### src/audio_clk_pkg.sv
// constants, types and decode functions of the serial audio port clocking block
package audio_clk_pkg;

  // ****************************************
  // register map
  // ****************************************
  localparam logic [7:0] CTRL_OFS    = 8'h00;
  localparam logic [7:0] STAT_OFS    = 8'h04;
  localparam logic [7:0] RATIO_OFS   = 8'h08;
  localparam int         CTRL_SW     = 0;
  localparam int         CTRL_MASTER = 1;
  localparam int         CTRL_AUTO   = 2;
  localparam int         CTRL_SPEED  = 3;
  localparam int         CTRL_HALVE  = 5;
  localparam int         CTRL_HIZ    = 6;
  localparam int         CTRL_LJ     = 7;
  localparam int         CTRL_WLEN   = 8;
  localparam int         CTRL_W      = 10;
  localparam logic [9:0] CTRL_RST    = 10'h314;
  localparam int         STAT_OVR    = 0;
  localparam int         STAT_ROLE   = 1;
  localparam int         STAT_MODE   = 2;
  localparam int         STAT_LOCK   = 4;
  localparam int         STAT_RERR   = 5;

  // ****************************************
  // widths and counts
  // ****************************************
  localparam int         RATIO_W    = 13;
  localparam int         SAMPLE_W   = 24;
  localparam int         PLAY_W     = 2 * SAMPLE_W;
  localparam int         BUF_DEPTH  = 2;
  localparam logic [1:0] STRAP_WAIT = 2'h3;
  localparam logic [5:0] IDX_MAX    = 6'h3f;

  // internal master clock ticks per frame, after halving
  localparam logic [12:0] R_Q_A = 13'h0400;
  localparam logic [12:0] R_Q_B = 13'h0600;
  localparam logic [12:0] R_H_A = 13'h0200;
  localparam logic [12:0] R_H_B = 13'h0300;
  localparam logic [12:0] R_S_A = 13'h0100;
  localparam logic [12:0] R_S_B = 13'h0180;
  localparam logic [12:0] R_D_A = 13'h0080;
  localparam logic [12:0] R_D_B = 13'h00c0;
  // external ratio windows with detection off
  localparam logic [12:0] M_Q_MAX = 13'h0c00;
  localparam logic [12:0] M_H_MAX = 13'h0600;
  localparam logic [12:0] M_S_MAX = 13'h0300;

  typedef enum logic [1:0] {
    quarter_rate_mode, half_rate_mode, single_rate_mode, double_rate_mode
  } rate_mode_t;

  // master bit clock half period in internal ticks; 64 bit clocks per frame
  function automatic logic [3:0] half_period(input rate_mode_t m);
    case (m)
      quarter_rate_mode: half_period = 4'h8;
      half_rate_mode:    half_period = 4'h4;
      single_rate_mode:  half_period = 4'h2;
      default:           half_period = 4'h1;
    endcase
  endfunction : half_period

  function automatic logic [4:0] word_len(input logic [1:0] f);
    case (f)
      2'h0:    word_len = 5'h10;
      2'h1:    word_len = 5'h12;
      2'h2:    word_len = 5'h14;
      default: word_len = 5'h18;
    endcase
  endfunction : word_len

  // {accepted, mode} from a measured internal ratio
  function automatic logic [2:0] detect_mode(input logic [RATIO_W-1:0] r);
    case (r)
      R_Q_A, R_Q_B: detect_mode = {1'b1, quarter_rate_mode};
      R_H_A, R_H_B: detect_mode = {1'b1, half_rate_mode};
      R_S_A, R_S_B: detect_mode = {1'b1, single_rate_mode};
      R_D_A, R_D_B: detect_mode = {1'b1, double_rate_mode};
      default:      detect_mode = 3'h0;
    endcase
  endfunction : detect_mode

  function automatic logic manual_ok(input rate_mode_t m, input logic [RATIO_W-1:0] x);
    case (m)
      quarter_rate_mode: manual_ok = x >= R_H_A && x <= M_Q_MAX;
      half_rate_mode:    manual_ok = x >= R_S_A && x <= M_H_MAX;
      single_rate_mode:  manual_ok = x >= R_D_A && x <= M_S_MAX;
      default:           manual_ok = x >= R_D_A && x <= R_S_B;
    endcase
  endfunction : manual_ok

endpackage : audio_clk_pkg

### src/stream_if.sv
// valid/ready carrier for stereo sample pairs
`timescale 1ns/1ps
`default_nettype none
interface stream_if;
  import audio_clk_pkg::*;
  logic              valid;
  logic              ready;
  logic [PLAY_W-1:0] data;
  modport src (output valid, output data, input ready);
  modport snk (input valid, input data, output ready);
endinterface : stream_if
`default_nettype wire

### src/ratio_meter.sv
// counts internal master clock ticks over one frame clock period
`timescale 1ns/1ps
`default_nettype none
module ratio_meter (
  // clock and reset
  input  wire logic                             clk,
  input  wire logic                             rst_n,
  // events
  input  wire logic                             enable,
  input  wire logic                             tick,
  input  wire logic                             frame_rise,
  // result
  output logic [audio_clk_pkg::RATIO_W-1:0]     ratio_q,
  output logic                                  valid_q
);
  import audio_clk_pkg::*;

  logic [RATIO_W-1:0] cnt_q;
  logic               started_q;

  // first frame edge only opens the window; a count that saturates never matches a ratio
  always_ff @(posedge clk or negedge rst_n) begin
    if (!rst_n) begin
      cnt_q     <= '0;
      started_q <= 1'b0;
      ratio_q   <= '0;
      valid_q   <= 1'b0;
    end else if (!enable) begin
      cnt_q     <= '0;
      started_q <= 1'b0;
      valid_q   <= 1'b0;
    end else if (frame_rise) begin
      if (started_q) begin
        ratio_q <= cnt_q;
        valid_q <= 1'b1;
      end
      started_q <= 1'b1;
      cnt_q     <= RATIO_W'(tick);
    end else if (tick && cnt_q != '1) begin
      cnt_q <= cnt_q + 1'b1;
    end
  end
endmodule : ratio_meter
`default_nettype wire

### src/play_buffer.sv
// two-entry buffer for received sample pairs
`timescale 1ns/1ps
`default_nettype none
module play_buffer (
  // clock and reset
  input  wire logic clk,
  input  wire logic rst_n,
  // streams
  stream_if.snk     in_s,
  stream_if.src     out_s
);
  import audio_clk_pkg::*;

  logic [PLAY_W-1:0] mem_q [BUF_DEPTH];
  logic              wr_q;
  logic              rd_q;
  logic [1:0]        cnt_q;
  logic              push;
  logic              pop;

  assign in_s.ready  = cnt_q != 2'(BUF_DEPTH);
  assign out_s.valid = cnt_q != 2'h0;
  assign out_s.data  = mem_q[rd_q];
  assign push        = in_s.valid & in_s.ready;
  assign pop         = out_s.valid & out_s.ready;

  always_ff @(posedge clk) begin
    if (push) begin
      mem_q[wr_q] <= in_s.data;
    end
  end

  always_ff @(posedge clk or negedge rst_n) begin
    if (!rst_n) begin
      wr_q  <= 1'b0;
      rd_q  <= 1'b0;
      cnt_q <= 2'h0;
    end else begin
      if (push) wr_q <= ~wr_q;
      if (pop) rd_q <= ~rd_q;
      cnt_q <= cnt_q + 2'(push) - 2'(pop);
    end
  end
endmodule : play_buffer
`default_nettype wire

### src/audio_port_clocking.sv
// serial audio port clocking: role strap, clock halving, rate detection, clock generation, sample shifting
// Contract
// - runs as slave on outside clocks or master making them from master clock.
// - frame clock equals sample rate; one sample per channel per frame.
// - hardware mode latches strap pin once after power-up: low slave, high master.
// - halving control high divides master clock by two before all logic, else passes.
// - slave takes frame and bit clocks in; auto-detect picks speed from measured ratio.
// - detection off: speed field selects mode within the wider ratio windows.
// - master derives frame and bit clocks from internal clock after halving.
// - hardware mode master runs single speed only.
// - software mode master runs the speed selected by the two-bit field.
// - tristate control releases all port clock and data drivers.
// - capture data driven, playback data taken, on bit clock rising edge.
// - ratio counted over one frame period before normal operation starts; master role counts nothing and starts once the strap is taken.
// - I2S or left-justified formats, word lengths 16 to 24 bits.
`timescale 1ns/1ps
`default_nettype none
module audio_port_clocking (
  // apb slave
  input  wire logic                                 pclk,
  input  wire logic                                 presetn,
  input  wire logic                                 psel,
  input  wire logic                                 penable,
  input  wire logic                                 pwrite,
  input  wire logic [7:0]                           paddr,
  input  wire logic [31:0]                          pwdata,
  output logic      [31:0]                          prdata,
  output logic                                      pready,
  output logic                                      pslverr,
  // clock pins
  input  wire logic                                 mclk_pin,
  input  wire logic                                 master_clk_halve,
  input  wire logic                                 bit_clk_i,
  output logic                                      bit_clk_o,
  output logic                                      bit_clk_oe_n,
  input  wire logic                                 frame_clk_i,
  output logic                                      frame_clk_o,
  output logic                                      frame_clk_oe_n,
  // data pins
  input  wire logic                                 play_in,
  input  wire logic                                 capture_out_role_strap_i,
  output logic                                      capture_out_role_strap_o,
  output logic                                      capture_out_role_strap_oe_n,
  // capture samples
  input  wire logic [audio_clk_pkg::SAMPLE_W-1:0]   cap_left,
  input  wire logic [audio_clk_pkg::SAMPLE_W-1:0]   cap_right,
  // playback sample pairs, left in upper half
  output logic                                      play_valid,
  input  wire logic                                 play_ready,
  output logic      [audio_clk_pkg::PLAY_W-1:0]     play_data
);
  import audio_clk_pkg::*;

  // ****************************************
  // pin synchronisers
  // ****************************************
  localparam int NS = 6;
  localparam int P_MCLK = 0;
  localparam int P_HALVE = 1;
  localparam int P_BCLK = 2;
  localparam int P_FCLK = 3;
  localparam int P_DIN = 4;
  localparam int P_STRAP = 5;

  logic [NS-1:0] pins;
  logic [NS-1:0] sync1_q;
  logic [NS-1:0] sync2_q;
  logic [NS-1:0] sync3_q;

  assign pins = {capture_out_role_strap_i, play_in, frame_clk_i, bit_clk_i, master_clk_halve, mclk_pin};

  genvar g;
  generate
    for (g = 0; g < NS; g++) begin : g_sync
      always_ff @(posedge pclk or negedge presetn) begin
        if (!presetn) begin
          sync1_q[g] <= 1'b0;
          sync2_q[g] <= 1'b0;
          sync3_q[g] <= 1'b0;
        end else begin
          sync1_q[g] <= pins[g];
          sync2_q[g] <= sync1_q[g];
          sync3_q[g] <= sync2_q[g];
        end
      end
    end
  endgenerate

  // ****************************************
  // registers and apb slave
  // ****************************************
  logic [CTRL_W-1:0]  ctrl_q;
  logic [31:0]        prdata_q;
  logic [31:0]        rd_word;
  logic [31:0]        stat_word;
  logic               ovr_q;
  logic               ovr_set;
  logic               ovr_clr;
  logic               wr_acc;
  logic               role_master;
  logic               lock_q;
  logic               ratio_err;
  rate_mode_t         mode;
  logic [RATIO_W-1:0] ratio_q;

  function automatic logic addr_hit(input logic [7:0] a);
    addr_hit = a == CTRL_OFS || a == STAT_OFS || a == RATIO_OFS;
  endfunction : addr_hit

  assign wr_acc  = psel & penable & pwrite & addr_hit(paddr);
  assign ovr_clr = wr_acc && paddr == STAT_OFS && pwdata[STAT_OVR];
  assign pready  = 1'b1;
  assign pslverr = psel & penable & ~addr_hit(paddr);
  assign prdata  = prdata_q;

  always_comb begin
    stat_word                            = '0;
    stat_word[STAT_OVR]                  = ovr_q;
    stat_word[STAT_ROLE]                 = role_master;
    stat_word[STAT_MODE +: 2]            = mode;
    stat_word[STAT_LOCK]                 = lock_q;
    stat_word[STAT_RERR]                 = ratio_err;
    case (paddr)
      CTRL_OFS:  rd_word = {{(32-CTRL_W){1'b0}}, ctrl_q};
      STAT_OFS:  rd_word = stat_word;
      RATIO_OFS: rd_word = {{(32-RATIO_W){1'b0}}, ratio_q};
      default:   rd_word = '0;
    endcase
  end

  // read data is captured in the setup phase so the access phase answers from a flop
  always_ff @(posedge pclk or negedge presetn) begin
    if (!presetn) begin
      prdata_q <= '0;
    end else if (psel && !penable && !pwrite) begin
      prdata_q <= rd_word;
    end
  end

  always_ff @(posedge pclk or negedge presetn) begin
    if (!presetn) begin
      ctrl_q <= CTRL_RST;
    end else if (wr_acc && paddr == CTRL_OFS) begin
      ctrl_q <= pwdata[CTRL_W-1:0];
    end
  end

  // a new overrun in the clearing cycle stays set
  always_ff @(posedge pclk or negedge presetn) begin
    if (!presetn) begin
      ovr_q <= 1'b0;
    end else begin
      ovr_q <= ovr_set | (ovr_q & ~ovr_clr);
    end
  end

  // ****************************************
  // role strap, halving and mode choice
  // ****************************************
  logic               sw_mode;
  logic               halve;
  logic               auto_en;
  logic               hiz;
  logic [1:0]         strap_cnt_q;
  logic               strap_done_q;
  logic               strap_role_q;
  logic               half_ph_q;
  logic               mclk_rise;
  logic               tick;
  logic               meter_valid;
  logic [2:0]         det;
  logic [RATIO_W-1:0] ext_ratio;
  logic               ratio_ok;

  assign sw_mode     = ctrl_q[CTRL_SW];
  assign halve       = sw_mode ? ctrl_q[CTRL_HALVE] : sync2_q[P_HALVE];
  assign auto_en     = ~sw_mode | ctrl_q[CTRL_AUTO];
  assign hiz         = ctrl_q[CTRL_HIZ];
  assign role_master = sw_mode ? ctrl_q[CTRL_MASTER] : strap_role_q;

  // strap is taken once the synchroniser has filled, and never again
  always_ff @(posedge pclk or negedge presetn) begin
    if (!presetn) begin
      strap_cnt_q  <= 2'h0;
      strap_done_q <= 1'b0;
      strap_role_q <= 1'b0;
    end else if (!strap_done_q) begin
      strap_cnt_q <= strap_cnt_q + 2'h1;
      if (strap_cnt_q == STRAP_WAIT) begin
        strap_done_q <= 1'b1;
        strap_role_q <= sync2_q[P_STRAP];
      end
    end
  end

  // master clock is sampled, so it must stay well below half the bus clock
  assign mclk_rise = sync2_q[P_MCLK] & ~sync3_q[P_MCLK];
  assign tick      = mclk_rise & (~halve | half_ph_q);

  always_ff @(posedge pclk or negedge presetn) begin
    if (!presetn) begin
      half_ph_q <= 1'b0;
    end else if (!halve) begin
      half_ph_q <= 1'b0;
    end else if (mclk_rise) begin
      half_ph_q <= ~half_ph_q;
    end
  end

  ratio_meter u_meter (
    .clk        (pclk),
    .rst_n      (presetn),
    .enable     (~role_master),
    .tick       (tick),
    .frame_rise (sync2_q[P_FCLK] & ~sync3_q[P_FCLK]),
    .ratio_q    (ratio_q),
    .valid_q    (meter_valid)
  );

  assign det       = detect_mode(ratio_q);
  assign ext_ratio = halve ? {ratio_q[RATIO_W-2:0], 1'b0} : ratio_q;

  always_comb begin
    if (role_master) begin
      mode = sw_mode ? rate_mode_t'(ctrl_q[CTRL_SPEED +: 2]) : single_rate_mode;
    end else if (auto_en) begin
      mode = rate_mode_t'(det[1:0]);
    end else begin
      mode = rate_mode_t'(ctrl_q[CTRL_SPEED +: 2]);
    end
  end

  assign ratio_ok  = auto_en ? det[2] : manual_ok(mode, ext_ratio);
  assign ratio_err = ~role_master & meter_valid & ~ratio_ok;

  // in slave role shifting starts only after a full frame has been measured and accepted; in master role once the strap is taken
  always_ff @(posedge pclk or negedge presetn) begin
    if (!presetn) begin
      lock_q <= 1'b0;
    end else begin
      lock_q <= role_master ? strap_done_q : meter_valid & ratio_ok;
    end
  end

  // ****************************************
  // master clock generation
  // ****************************************
  logic       m_run;
  logic [3:0] hp_cnt_q;
  logic       bclk_q;
  logic [5:0] bit_cnt_q;
  logic       fclk_q;
  logic       hp_end;
  logic       m_rise;

  assign m_run  = role_master & strap_done_q;
  assign hp_end = tick && hp_cnt_q == 4'(half_period(mode) - 4'h1);
  assign m_rise = m_run & hp_end & ~bclk_q;

  // frame changes on a falling bit clock so the far end samples it stable
  always_ff @(posedge pclk or negedge presetn) begin
    if (!presetn) begin
      hp_cnt_q  <= 4'h0;
      bclk_q    <= 1'b0;
      bit_cnt_q <= 6'h0;
      fclk_q    <= 1'b0;
    end else if (!m_run) begin
      hp_cnt_q  <= 4'h0;
      bclk_q    <= 1'b0;
      bit_cnt_q <= 6'h0;
      fclk_q    <= 1'b0;
    end else if (hp_end) begin
      hp_cnt_q <= 4'h0;
      bclk_q   <= ~bclk_q;
      if (bclk_q) begin
        bit_cnt_q <= bit_cnt_q + 6'h1;
        fclk_q    <= bit_cnt_q[5] ^ (&bit_cnt_q[4:0]);
      end
    end else if (tick) begin
      hp_cnt_q <= hp_cnt_q + 4'h1;
    end
  end

  // ****************************************
  // sample shifting
  // ****************************************
  logic                bit_rise;
  logic                frame_lvl;
  logic                last_frame_q;
  logic                new_half;
  logic [5:0]          idx_q;
  logic [5:0]          idx_d;
  logic                lj;
  logic                pos_valid;
  logic [5:0]          posn;
  logic [4:0]          wlen;
  logic                emit;
  logic                last_bit;
  logic                chan_right;
  logic [SAMPLE_W-1:0] rx_sh_q;
  logic [SAMPLE_W-1:0] rx_next;
  logic [SAMPLE_W-1:0] word_al;
  logic [SAMPLE_W-1:0] left_q;
  logic [SAMPLE_W-1:0] tx_sh_q;
  logic [SAMPLE_W-1:0] tx_now;
  logic [SAMPLE_W-1:0] cap_r_q;
  logic                cap_bit_q;
  logic                push_valid_q;
  logic [PLAY_W-1:0]   push_data_q;

  stream_if push_if ();
  stream_if pop_if ();

  assign bit_rise   = lock_q & (role_master ? m_rise : sync2_q[P_BCLK] & ~sync3_q[P_BCLK]);
  assign frame_lvl  = role_master ? fclk_q : sync2_q[P_FCLK];
  assign new_half   = frame_lvl != last_frame_q;
  assign idx_d      = new_half ? 6'h0 : (idx_q == IDX_MAX ? idx_q : idx_q + 6'h1);
  assign lj         = ctrl_q[CTRL_LJ];
  assign pos_valid  = lj | (idx_d != 6'h0);
  assign posn       = lj ? idx_d : idx_d - 6'h1;
  assign wlen       = word_len(ctrl_q[CTRL_WLEN +: 2]);
  assign emit       = pos_valid && posn < {1'b0, wlen};
  assign last_bit   = emit && posn == {1'b0, wlen} - 6'h1;
  assign chan_right = lj ? ~frame_lvl : frame_lvl;
  assign rx_next    = {rx_sh_q[SAMPLE_W-2:0], sync2_q[P_DIN]};
  assign word_al    = rx_next << (5'(SAMPLE_W) - wlen);
  assign tx_now     = new_half ? (chan_right ? cap_r_q : cap_left) : tx_sh_q;

  always_ff @(posedge pclk or negedge presetn) begin
    if (!presetn) begin
      last_frame_q <= 1'b0;
      idx_q        <= 6'h0;
      rx_sh_q      <= '0;
      left_q       <= '0;
      tx_sh_q      <= '0;
      cap_r_q      <= '0;
      cap_bit_q    <= 1'b0;
    end else if (bit_rise) begin
      last_frame_q <= frame_lvl;
      idx_q        <= idx_d;
      if (new_half && !chan_right) cap_r_q <= cap_right;
      if (emit) begin
        rx_sh_q   <= rx_next;
        cap_bit_q <= tx_now[SAMPLE_W-1];
        tx_sh_q   <= tx_now << 1;
      end else begin
        cap_bit_q <= 1'b0;
        tx_sh_q   <= tx_now;
      end
      if (last_bit && !chan_right) left_q <= word_al;
    end
  end

  // the serial side cannot wait, so a pair refused by a full buffer is flagged
  always_ff @(posedge pclk or negedge presetn) begin
    if (!presetn) begin
      push_valid_q <= 1'b0;
      push_data_q  <= '0;
    end else begin
      push_valid_q <= bit_rise & last_bit & chan_right;
      if (bit_rise && last_bit && chan_right) push_data_q <= {left_q, word_al};
    end
  end

  assign ovr_set       = push_valid_q & ~push_if.ready;
  assign push_if.valid = push_valid_q;
  assign push_if.data  = push_data_q;
  assign pop_if.ready  = play_ready;
  assign play_valid    = pop_if.valid;
  assign play_data     = pop_if.data;

  play_buffer u_buf (
    .clk   (pclk),
    .rst_n (presetn),
    .in_s  (push_if.snk),
    .out_s (pop_if.src)
  );

  // ****************************************
  // pin drivers
  // ****************************************
  logic clk_oe_n_q;
  logic dat_oe_n_q;

  // the strap pin stays released until its level has been taken
  always_ff @(posedge pclk or negedge presetn) begin
    if (!presetn) begin
      clk_oe_n_q <= 1'b1;
      dat_oe_n_q <= 1'b1;
    end else begin
      clk_oe_n_q <= ~(m_run & ~hiz);
      dat_oe_n_q <= ~(strap_done_q & lock_q & ~hiz);
    end
  end

  assign bit_clk_o                   = bclk_q;
  assign frame_clk_o                 = fclk_q;
  assign bit_clk_oe_n                = clk_oe_n_q;
  assign frame_clk_oe_n              = clk_oe_n_q;
  assign capture_out_role_strap_o    = cap_bit_q;
  assign capture_out_role_strap_oe_n = dat_oe_n_q;

endmodule : audio_port_clocking
`default_nettype wire

### config.mk
export PLATFORM = sky130hd
export DESIGN_NAME = audio_port_clocking
export DESIGN_NICKNAME = d
export VERILOG_FILES = /design/src/audio_clk_pkg.sv /design/src/stream_if.sv /design/src/ratio_meter.sv /design/src/play_buffer.sv /design/src/audio_port_clocking.sv
export SDC_FILE = /design/constraint.sdc
export NUM_CORES = 1
export LEC_CHECK = 0
export ABC_AREA = 1
export BUFFER_PORTS_ARGS = -buffer_cell sky130_fd_sc_hd__buf_2
export CAP_MARGIN = 20
export CORE_ASPECT_RATIO = 0.6
export CORE_MARGIN = 4
export CORE_UTILIZATION = 35
export CTS_CLUSTER_DIAMETER = 30
export DETAILED_ROUTE_END_ITERATION = 16
export GPL_ROUTABILITY_DRIVEN = 0
export PLACE_DENSITY_LB_ADDON = 0.25
export SLEW_MARGIN = 20
export SYNTH_ARGS = -nofsm -noshare
export SYNTH_HDL_FRONTEND = slang
export SYNTH_SLANG_ARGS = --single-unit
export TNS_END_PERCENT = 30
### constraint.sdc
create_clock -name pclk -period 3.5 [get_ports pclk]
set_clock_uncertainty 0.05 [all_clocks]
set_input_delay 0.7 -clock pclk [delete_from_list [all_inputs] [get_ports pclk]]
set_output_delay 0.7 -clock pclk [all_outputs]
set_load 0.05 [all_outputs]
==> results of run 1 <==
## layout make-up
type                    count  area, um2
clock buffers              89       1890
well taps                 589        737
multi-input cells        1320       6220
clock inverters            37        432
fillers                  4286      24700
flip-flops and latches    339       8970
inverters                 111        417
repair buffers            220       1530
## sequential cells by signal, indices dropped and copies added, names as in the netlist, 2 cells and up
| name | flops |
|---|---|
| sync1_q | 6 |
| strap_cnt_q | 2 |
| cap_r_q | 24 |
| u_buf.mem_q | 96 |
| idx_q | 6 |
| u_meter.ratio_q | 13 |
| ctrl_q | 10 |
| u_meter.cnt_q | 13 |
| left_q | 24 |
| rx_sh_q | 23 |
| sync2_q | 5 |
| hp_cnt_q | 4 |
| sync3_q | 3 |
| prdata | 13 |
| push_data_q | 48 |
| tx_sh_q | 24 |
| u_buf.cnt_q | 2 |
| bit_cnt_q | 6 |
## worst max-delay path: cells and delay by family, from the launching register on
family                   cells  cell delay (ns)
adder cells (fa/ha/maj)      2             0.50
buffers and inverters        6             0.90
AO/OA/AOI/OAI                5             0.66
AND/OR/NAND/NOR              8             0.81
flip-flops                   1             0.35
## stage by stage
stage	std cells	setup slack (ns)
after detailed placement	2563	0.0124
final	2705	0.115
after floorplan	1889	0.110
after global routing	2705	-0.0276
after global placement	2563	0.0464
after CTS	2692	0.00183
## layer usage
metal,share of wire [%],up-vias
met2,41,422
li1,-,6534
met4,1.9,0
met1,51,6320
met3,6.9,63
met5,0,-
## cell families (layout without fill, tap and decap cells)
family          count (synthesis)  count (layout)  synth area share [%]
compound gates                225             225                  7.75
other cells                     2              20                0.0471
xor+xnor                       12              12                 0.659
simple gates                 1031            1031                  26.5
buf+inv                       230             457                  6.42
fa+ha+maj                      17              17                  1.33
mux                            15              15                  1.02
flops                         339             339                  56.2
## synth_stat cells, drive strengths merged
master | number | area, um2
o41ai | 2 | 17.5
clkinv | 1 | 3.75
a21boi | 1 | 7.51
mux2i | 5 | 50.1
a211oi | 2 | 15.0
nand4 | 82 | 513
buf | 58 | 379
xnor2 | 5 | 43.8
edfxtp | 96 | 2880
a21oi | 27 | 150
clkbuf | 61 | 229
dfstp | 6 | 158
or3b | 1 | 8.76
nand3 | 67 | 340
inv | 110 | 413
xor2 | 7 | 61.3
o31ai | 3 | 22.5
dfrtp | 237 | 5930
ha | 17 | 213
conb | 2 | 7.51
a31oi | 27 | 169
or2 | 2 | 12.5
nor4 | 7 | 43.8
nor2 | 94 | 355
o21bai | 2 | 15.0
a221oi | 5 | 43.8
o21ai | 147 | 736
nand2 | 761 | 2870
o22ai | 8 | 50.1
mux2 | 10 | 113
and3 | 2 | 12.5
a32o | 1 | 10.0
nor3 | 15 | 75.1
## where the power goes
group          switching [W]  internal (W)  leakage, nW  total (W)
Clock                0.00221       0.00423         1.10    0.00645
Combinational        0.00276       0.00102         4.48    0.00378
Sequential          0.000211       0.00442         4.02    0.00463
Total                0.00519       0.00967         9.60     0.0149
## final timing paths
check,end,cells past startpoint,slack (ns)
min,sync2_q[5],1,0.07
max,rx_sh_q[3],21,0.11
min in group pclk,sync1_q[1],1,0.19
max reg2reg,rx_sh_q[3],21,0.11
max in group asynchronous,push_data_q[36],2,2.42
min reg2reg,sync2_q[3],0,0.30
## timing repair
item,CTS,global route
endpoints found under the setup margin,4,119
setup buffers,2,5
pin swaps,3,14
cloned,1,7
resized for setup,2,45
==> results.sh, run 1 <==
export IMPL_drc=0
export IMPL_numCtsBuffers=70
export IMPL_worstPathRequired_ns=3.93
export IMPL_ctsRootBufferMaster="clkbuf_16"
export IMPL_grt_usage_pct=16.9
export IMPL_ctsHoldBuffers=0
export IMPL_cts_sinks=339
export IMPL_antenna_cells=0
export IMPL_grt_overflow=0
export IMPL_relSlewSlack_pct=46.7
export IMPL_fp_coreArea_um2=44900
export IMPL_maxCapViolCount=0
export IMPL_detailed_place_hpwl_mm=27.5
export IMPL_cp_startpoint="idx_q[1]"
export IMPL_totalWireLength_mm=43.1
export IMPL_wire_per_inst_um=15.9
export IMPL_synthCells=1871
export IMPL_crit_chain="ha_2 -> nand3_2 -> buf_4 -> nor3_4 -> nor2_2 -> buf_4 -> buf_4 -> o21ai_2 -> nand2_1 -> nand2_1 -> nand2_1 -> ha_1 -> a21oi_2 -> o21ai_2 -> a21oi_4 -> inv_2 -> buf_4 -> nor2_4 -> buf_12 -> nand2_1 -> o21ai_0"
export IMPL_worstPathArrival_ns=3.81
export IMPL_p_leak_nw=9.60
export IMPL_via_count=13339
export IMPL_timing_worst_setup_path_type="register to register"
export IMPL_ys_ff_latch=339
export IMPL_drt_iter0_drc=935
export IMPL_end_kind="register"
export IMPL_min_period_over_period_pct=96.7
export IMPL_whs_ns=0.0687
export IMPL_use_met3_pct=3.93
export IMPL_dieArea_um2=49200
export IMPL_ys_warn_count=0
export IMPL_grtUsageMet1_pct=26.1
export IMPL_dpl_cell_area_um2=17500
export IMPL_synth_area_um2=16000
export IMPL_hp_class="input port to async pin"
export IMPL_r2r_start="idx_q[1]"
export IMPL_mostFrequentLayoutCells="742 x nand2_1, 237 x dfrtp_1, 145 x buf_2"
export IMPL_gr_usage_met2_pct=23.3
export IMPL_grt_pass1_wl_mm=67.8
export IMPL_slew_viol_final=0
export IMPL_hold_viol=0
export IMPL_grt_max_degree=87
export IMPL_cts_tree="yes"
export IMPL_start_util_pct=35.5
export IMPL_rows=60
export IMPL_crit_slowest_cell="dfrtp_1"
export IMPL_p_total_w=0.0149
export IMPL_ant_nets=0
export IMPL_tns_ns=0
export IMPL_ios=189
export IMPL_areaGrowthSynthToFinish_pct=26.7
export IMPL_finalNetCount=2179
export IMPL_final_util_pct=45.0
export IMPL_peakVddDrop_mv=0.332
export IMPL_cp_start_kind="register"
export IMPL_slowest_delay_ns=0.35
export IMPL_drive_gt1_share_pct=18.8
export IMPL_rsz0062_at_grt="yes"
export IMPL_status="complete, no violations"
export IMPL_fin_crit_ns=3.39
export IMPL_die_w_um=284
export IMPL_p_per_area_nw_per_um2=735
export IMPL_layout_cells_most_common="nand2_1"
export IMPL_design_area_um2=20200
export IMPL_antenna_found_initial=0
export IMPL_grt_busiest_layer="met1"
export IMPL_fmax_mhz=295
export IMPL_dieHeight_um=173
export IMPL_viasPerCell=4.93
export IMPL_path_clk_slew_ns=0.05
export IMPL_finalSetupViolCount=0
export IMPL_ys_seq_area_share_pct=56.2
export IMPL_cts_max_path_buffers=3
export IMPL_htreeDepth=3
export IMPL_synth_cell_types=44
export IMPL_avgSynthCellArea_um2=8.53
export IMPL_firstDrtPassIters=5
export IMPL_grt_pass1_vias=12629
export IMPL_crit_fanout=24
export IMPL_worst_slew_pin_slew_ns=0.792
export IMPL_clk_latency_ns=0.57
export IMPL_port_buffers=146
No activity file was read; power rests on OpenSTA's default activity.
==> run 2: changes to the inputs <==
Settings changed: CORE_UTILIZATION 35 to 59.
Clock period 3.5 ns to 3.35 ns, I/O delays scaled along.
==> run 2 against run 1 <==
The run now ends with setup timing left. Combinational power rose by 9.5%. Flip-flop and latch count is the same. Wire length fell by 4.4%. Highest routed layer unchanged. Non-clock buffer count is 13 higher. Cell count fell by 9.4%. First-iteration DRC count increased by 71%. Via count increased by 2.4%. Count of clock-buffer cells in the layout down 34.
==> results.sh, run 2 (synthesis results as in run 1) <==
export IMPL_design_area_um2=19500
export IMPL_firstDrtPassIters=7
export IMPL_drt_iter0_drc=1599
export IMPL_finalSetupViolCount=32
export IMPL_detailed_place_hpwl_mm=26.1
export IMPL_p_per_area_nw_per_um2=719
export IMPL_crit_slowest_cell="dfrtp_1"
export IMPL_antenna_found_initial=0
export IMPL_areaGrowthSynthToFinish_pct=22.4
export IMPL_drive_gt1_share_pct=19.7
export IMPL_mostFrequentLayoutCells="720 x nand2_1, 236 x dfrtp_1, 145 x buf_2"
export IMPL_final_cells=2450
export IMPL_post_place_ws_ns=-0.170
export IMPL_ctsRootBufferMaster="clkbuf_16"
export IMPL_fin_crit_ns=3.39
export IMPL_crit_family="simple AND/OR/NAND/NOR gates"
export IMPL_totalWireLength_mm=41.2
export IMPL_top_register="u_buf.mem_q"
export IMPL_via_count=13657
export IMPL_dieArea_um2=29800
export IMPL_finalNetCount=2170
export IMPL_start_util_pct=60.1
export IMPL_ios=189
export IMPL_fp_coreArea_um2=26500
export IMPL_worstPathArrival_ns=3.78
export IMPL_r2r_slack_ns=-0.04
export IMPL_multiInputGateArea_um2=6380
export IMPL_switching_power_w=0.00515
export IMPL_numCtsBuffers=47
export IMPL_hp_class="input port to async pin"
export IMPL_hold_viol=0
export IMPL_ant_nets=0
export IMPL_cp_start_kind="register"
export IMPL_end_kind="register"
export IMPL_crit_chain="ha_4 -> nand3_4 -> nor2_4 -> xor2_2 -> nand2_2 -> ha_4 -> nand2_4 -> inv_2 -> nand2_2 -> nand2_4 -> ha_4 -> inv_2 -> o21bai_1 -> a21oi_2 -> o21ai_2 -> a21oi_4 -> inv_2 -> nor2_4 -> nand4_1 -> buf_6 -> clkbuf_16 -> nand2_2 -> nand2_1"
export IMPL_peakVddDrop_mv=0.768
export IMPL_dpl_cell_count=2340
export IMPL_power_frac_seq_pct=34.5
export IMPL_switching_share_pct=36.7
export IMPL_reg_largest_list="u_buf.mem_q: 96 flops, push_data_q: 48 flops"
export IMPL_grt_pass1_vias=12527
export IMPL_cts_sinks=339
export IMPL_tns_ns=-0.566
export IMPL_rows=46
export IMPL_p_int_w=0.00889
export IMPL_reg2reg_depth=23
export IMPL_clk_latency_ns=0.55
export IMPL_maxCapViolCount=0
export IMPL_antenna_cells=0
export IMPL_grt_max_degree=92
export IMPL_layout_cells_most_common="nand2_1"
export IMPL_cts_max_path_buffers=3
export IMPL_status="complete, but fails checks"
export IMPL_grt_usage_pct=26.4
export IMPL_viasPerCell=5.57
export IMPL_rsz0062_at_grt="yes"
export IMPL_cts_tree="yes"
export IMPL_slew_viol_final=0
export IMPL_relSlewSlack_pct=49.3
export IMPL_grt_overflow=0
export IMPL_min_period_over_period_pct=101
export IMPL_htreeDepth=2
export IMPL_fin_ws_ns=-0.0441
export IMPL_cp_num_buf_inv=5
export IMPL_final_seq_area_um2=8970
export IMPL_slowest_delay_ns=0.39
export IMPL_timing_worst_setup_path_type="register to register"
export IMPL_drc=0
export IMPL_largest_reg_flops=96
export IMPL_pwr_share_comb_pct=29.5
export IMPL_port_buffers=146
export IMPL_violations="setup timing"
export IMPL_worst_slew_pin_slew_ns=0.752
export IMPL_fillers=1908
export IMPL_path_clk_slew_ns=0.06
export IMPL_wire_per_inst_um=16.8
export IMPL_power_frac_clock_pct=36.0
export IMPL_crit_cells=23
export IMPL_worstPathRequired_ns=3.73
export IMPL_dpl_cell_area_um2=17300
export IMPL_dieHeight_um=135
export IMPL_crit_fanout=7
export IMPL_die_w_um=220
export IMPL_grt_pass1_wl_mm=63.8
export IMPL_p_leak_nw=9.38
export IMPL_fmax_mhz=295
-- run 2: cell count changes in the layout (fill, tap and decap cells not counted), moves of 4 or more --
cell       change
nand2_2       +18
buf_12         +5
clkbuf_1       -9
clkinv_4       +4
nand2_1       -22
clkbuf_16     -24
buf_4          +6
buf_6          +4
nand2_4        +5
-- run 2: final timing paths --
path,endpoint,startpoint
worst max register to register,push_data_q[30],idx_q[0]
worst min register to register,sync2_q[5],sync1_q[5]
min in group pclk,sync1_q[1],master_clk_halve
worst max-delay path,push_data_q[30],idx_q[0]
worst min-delay path,tx_sh_q[16],presetn
max in group asynchronous,cap_r_q[0],presetn
-- run 2: metal layers --
| metal | routed length (um) | part of all wire [%] | global-route usage [%] |
|---|---|---|---|
| met1 | 18500 | 45 | 41.8 |
| met2 | 17500 | 42 | 37.5 |
| met3 | 4490 | 11 | 5.83 |
| met4 | 712 | 1.7 | 5.75 |
| met5 | 0 | 0 | 0 |
-- run 2: layout make-up --
type,instances,share of cell area (%)
clock buffer,55,6.50
clock inverter,31,1.76
inverter,111,2.13
multi-input combinational,1321,32.7
sequential,339,46.0
tap,360,2.31
timing repair buffer,233,8.69
-- run 2: what timing repair did --
item / CTS / global route
pin swaps: 8 / 17
hold buffers: 0 / 0
hold endpoints to repair: 0 / 0
setup endpoints to repair: 95 / 151
buffers inserted: 5 / 10
cloned: 3 / 6
gates resized for setup: 16 / 72
-- run 2: power by group through the flow --
stage / registers, W / clock network (W) / logic (W)
finish: 0.00484 / 0.00505 / 0.00414
global route: 0.00488 / 0.00531 / 0.00453
CTS: 0.00483 / 0.00509 / 0.00389
detailed placement: 0.00490 / 0 / 0.00383
global placement: 0.00488 / 0 / 0.00375
floorplan: 0.00486 / 0 / 0.00282
-- run 2: through the flow --
step | hold WS [ns] | power [W] | util, %
6_report | 0.0990 | 0.0140 | 73.6
3_3_place_gp | 0.285 | 0.00863 | 65.1
3_5_place_dp | 0.292 | 0.00873 | 65.1
4_1_cts | 0.125 | 0.0138 | 71.8
2_1_floorplan | 0.281 | 0.00769 | -
5_1_grt | 0.153 | 0.0147 | 73.6
==> run 3: changes to the inputs <==
Settings changed: CORE_UTILIZATION 59 to 49.
==> run 3 against run 2 <==
Sequential share of layout area down 0.39 points. Critical path type unchanged. Global-route usage is 4.3 points lower. The flow still finishes with violations (setup timing). Combinational power hardly changed. Non-clock buffer count shrank 8. Worst setup slack better by 0.032 ns. First-iteration DRC count decreased by 26%. Sequential power about the same. Maximum frequency rose by 0.94%. Flip-flop and latch count unchanged.
==> results.sh, run 3 (synthesis results as in run 1) <==
export IMPL_via_count=13367
export IMPL_wl_met2_mm=16.6
export IMPL_cp_num_buf_inv=5
export IMPL_grt_overflow=0
export IMPL_antenna_cells=0
export IMPL_largest_reg_flops=96
export IMPL_finalSetupViolCount=10
export IMPL_violations="setup timing"
export IMPL_final_seq_area_um2=8970
export IMPL_grt_max_degree=94
export IMPL_clk_latency_ns=0.55
export IMPL_numCtsBuffers=50
export IMPL_grt_pass1_wl_mm=64.4
export IMPL_dieHeight_um=148
export IMPL_fmax_mhz=297
export IMPL_crit_slowest_cell="dfrtp_1"
export IMPL_status="complete, but fails checks"
export IMPL_path_clk_slew_ns=0.06
export IMPL_ant_nets=0
export IMPL_dieArea_um2=35600
export IMPL_cts_sinks=339
export IMPL_drc=0
export IMPL_dpl_cell_count=2394
export IMPL_worstPathRequired_ns=3.74
export IMPL_totalWireLength_mm=40.9
export IMPL_maxCapViolCount=0
export IMPL_cp_start_kind="register"
export IMPL_areaGrowthSynthToFinish_pct=23.5
export IMPL_wire_per_inst_um=16.3
export IMPL_slowest_delay_ns=0.41
export IMPL_detailed_place_hpwl_mm=26.6
export IMPL_grt_usage_pct=22.1
export IMPL_r2r_end="push_data_q[28]"
export IMPL_hp_class="input port to async pin"
export IMPL_fp_coreArea_um2=31700
export IMPL_fin_crit_ns=3.36
export IMPL_ctsRootBufferMaster="clkbuf_16"
export IMPL_highest_layer="met4"
export IMPL_ios=189
export IMPL_crit_family="simple AND/OR/NAND/NOR gates"
export IMPL_top_register="u_buf.mem_q"
export IMPL_crit_fanout=12
export IMPL_hold_viol=0
export IMPL_drt_iter0_drc=1188
export IMPL_layout_cells_most_common="nand2_1"
export IMPL_p_leak_nw=9.43
export IMPL_rsz0062_at_grt="yes"
export IMPL_final_cells=2505
export IMPL_slew_viol_final=0
export IMPL_viasPerCell=5.34
export IMPL_drive_gt1_share_pct=19.4
export IMPL_crit_chain="ha_4 -> nand3_4 -> nor2_4 -> xor2_2 -> buf_4 -> buf_4 -> a21oi_4 -> nand2_1 -> nand2_1 -> nand2_1 -> ha_1 -> a21oi_1 -> o21ai_2 -> a21oi_4 -> inv_2 -> nor2_4 -> nand4_1 -> buf_6 -> clkbuf_16 -> nand2_1 -> nand2_1"
export IMPL_worst_slew_pin_slew_ns=0.790
export IMPL_p_per_area_nw_per_um2=730
export IMPL_fin_ws_ns=-0.0125
export IMPL_die_w_um=241
export IMPL_reg2reg_depth=21
export IMPL_tns_ns=-0.0506
export IMPL_worstPathArrival_ns=3.75
export IMPL_grt_pass1_vias=12401
export IMPL_reg_largest_list="u_buf.mem_q: 96 flops, push_data_q: 48 flops"
export IMPL_min_period_over_period_pct=100
export IMPL_htreeDepth=2
export IMPL_peakVddDrop_mv=0.434
export IMPL_cts_max_path_buffers=3
export IMPL_p_total_w=0.0144
export IMPL_ctsHoldBuffers=0
export IMPL_multiInputGateArea_um2=6320
export IMPL_finalNetCount=2164
export IMPL_cts_tree="yes"
export IMPL_fillers=2628
export IMPL_end_kind="register"
export IMPL_start_util_pct=50.4
export IMPL_path_common_cell="nand2_1"
export IMPL_relSlewSlack_pct=46.8
export IMPL_port_buffers=146
export IMPL_rows=50
export IMPL_drt_met1_wl_mm=20.1
export IMPL_antenna_found_initial=0
export IMPL_wl_met3_mm=3.55
export IMPL_timing_worst_setup_path_type="register to register"
export IMPL_r2r_start="idx_q[1]"
export IMPL_r2r_slack_ns=-0.01
export IMPL_firstDrtPassIters=8
export IMPL_mostFrequentLayoutCells="720 x nand2_1, 236 x dfrtp_1, 145 x buf_2"
-- run 3: metrics by stage --
step | hold WS (ns) | setup WS [ns] | util [%] | instance area (um2)
2_1_floorplan | 0.281 | 0.00754 | - | 16000
3_3_place_gp | 0.286 | 0.00756 | 54.8 | 17300
3_5_place_dp | 0.287 | -0.133 | 54.8 | 17300
4_1_cts | 0.126 | -0.00703 | 60.8 | 19200
5_1_grt | 0.154 | -0.231 | 62.2 | 19700
6_report | 0.114 | -0.0125 | 62.2 | 19700
-- run 3: power breakdown --
part	total [W]	leakage [nW]	switching (W)	internal (W)
Clock	0.00542	0.871	0.00200	0.00342
Sequential	0.00484	4.02	0.000237	0.00461
Combinational	0.00411	4.54	0.00293	0.00118
Total	0.0144	9.43	0.00517	0.00921
-- run 3: worst max-delay path by stage --
stage / startpoint / to / slack, ns / cells past startpoint
6_report: idx_q[1] / push_data_q[28] / -0.01 / 21
3_5_place_dp: idx_q[1] / rx_sh_q[20] / -0.13 / 22
4_1_cts: idx_q[1] / left_q[5] / -0.007 / 22
2_1_floorplan: idx_q[1] / push_data_q[41] / 0.008 / 23
3_3_place_gp: idx_q[0] / rx_sh_q[4] / 0.008 / 22
5_1_grt: idx_q[0] / push_data_q[12] / -0.23 / 24
-- run 3: area by class of cell --
type	instances	area share, %
Timing Repair Buffer	225	8.55
Tap cell	416	2.64
Sequential cell	339	45.6
Clock inverter	32	1.72
Clock buffer	62	7.32
Multi-Input combinational cell	1320	32.1
Inverter	111	2.12
-- run 3: routing by layer --
layer	up-vias	track usage (%)
met1	6256	35.7
met5	-	0
met2	549	30.4
met3	59	4.74
met4	0	4.84
li1	6503	-
-- run 3: timing repair --
action                     CTS  global route
resized for setup           15            69
setup endpoints to repair   95           121
pin swaps                    9            20
setup buffers                4             4
cloned                       2             7
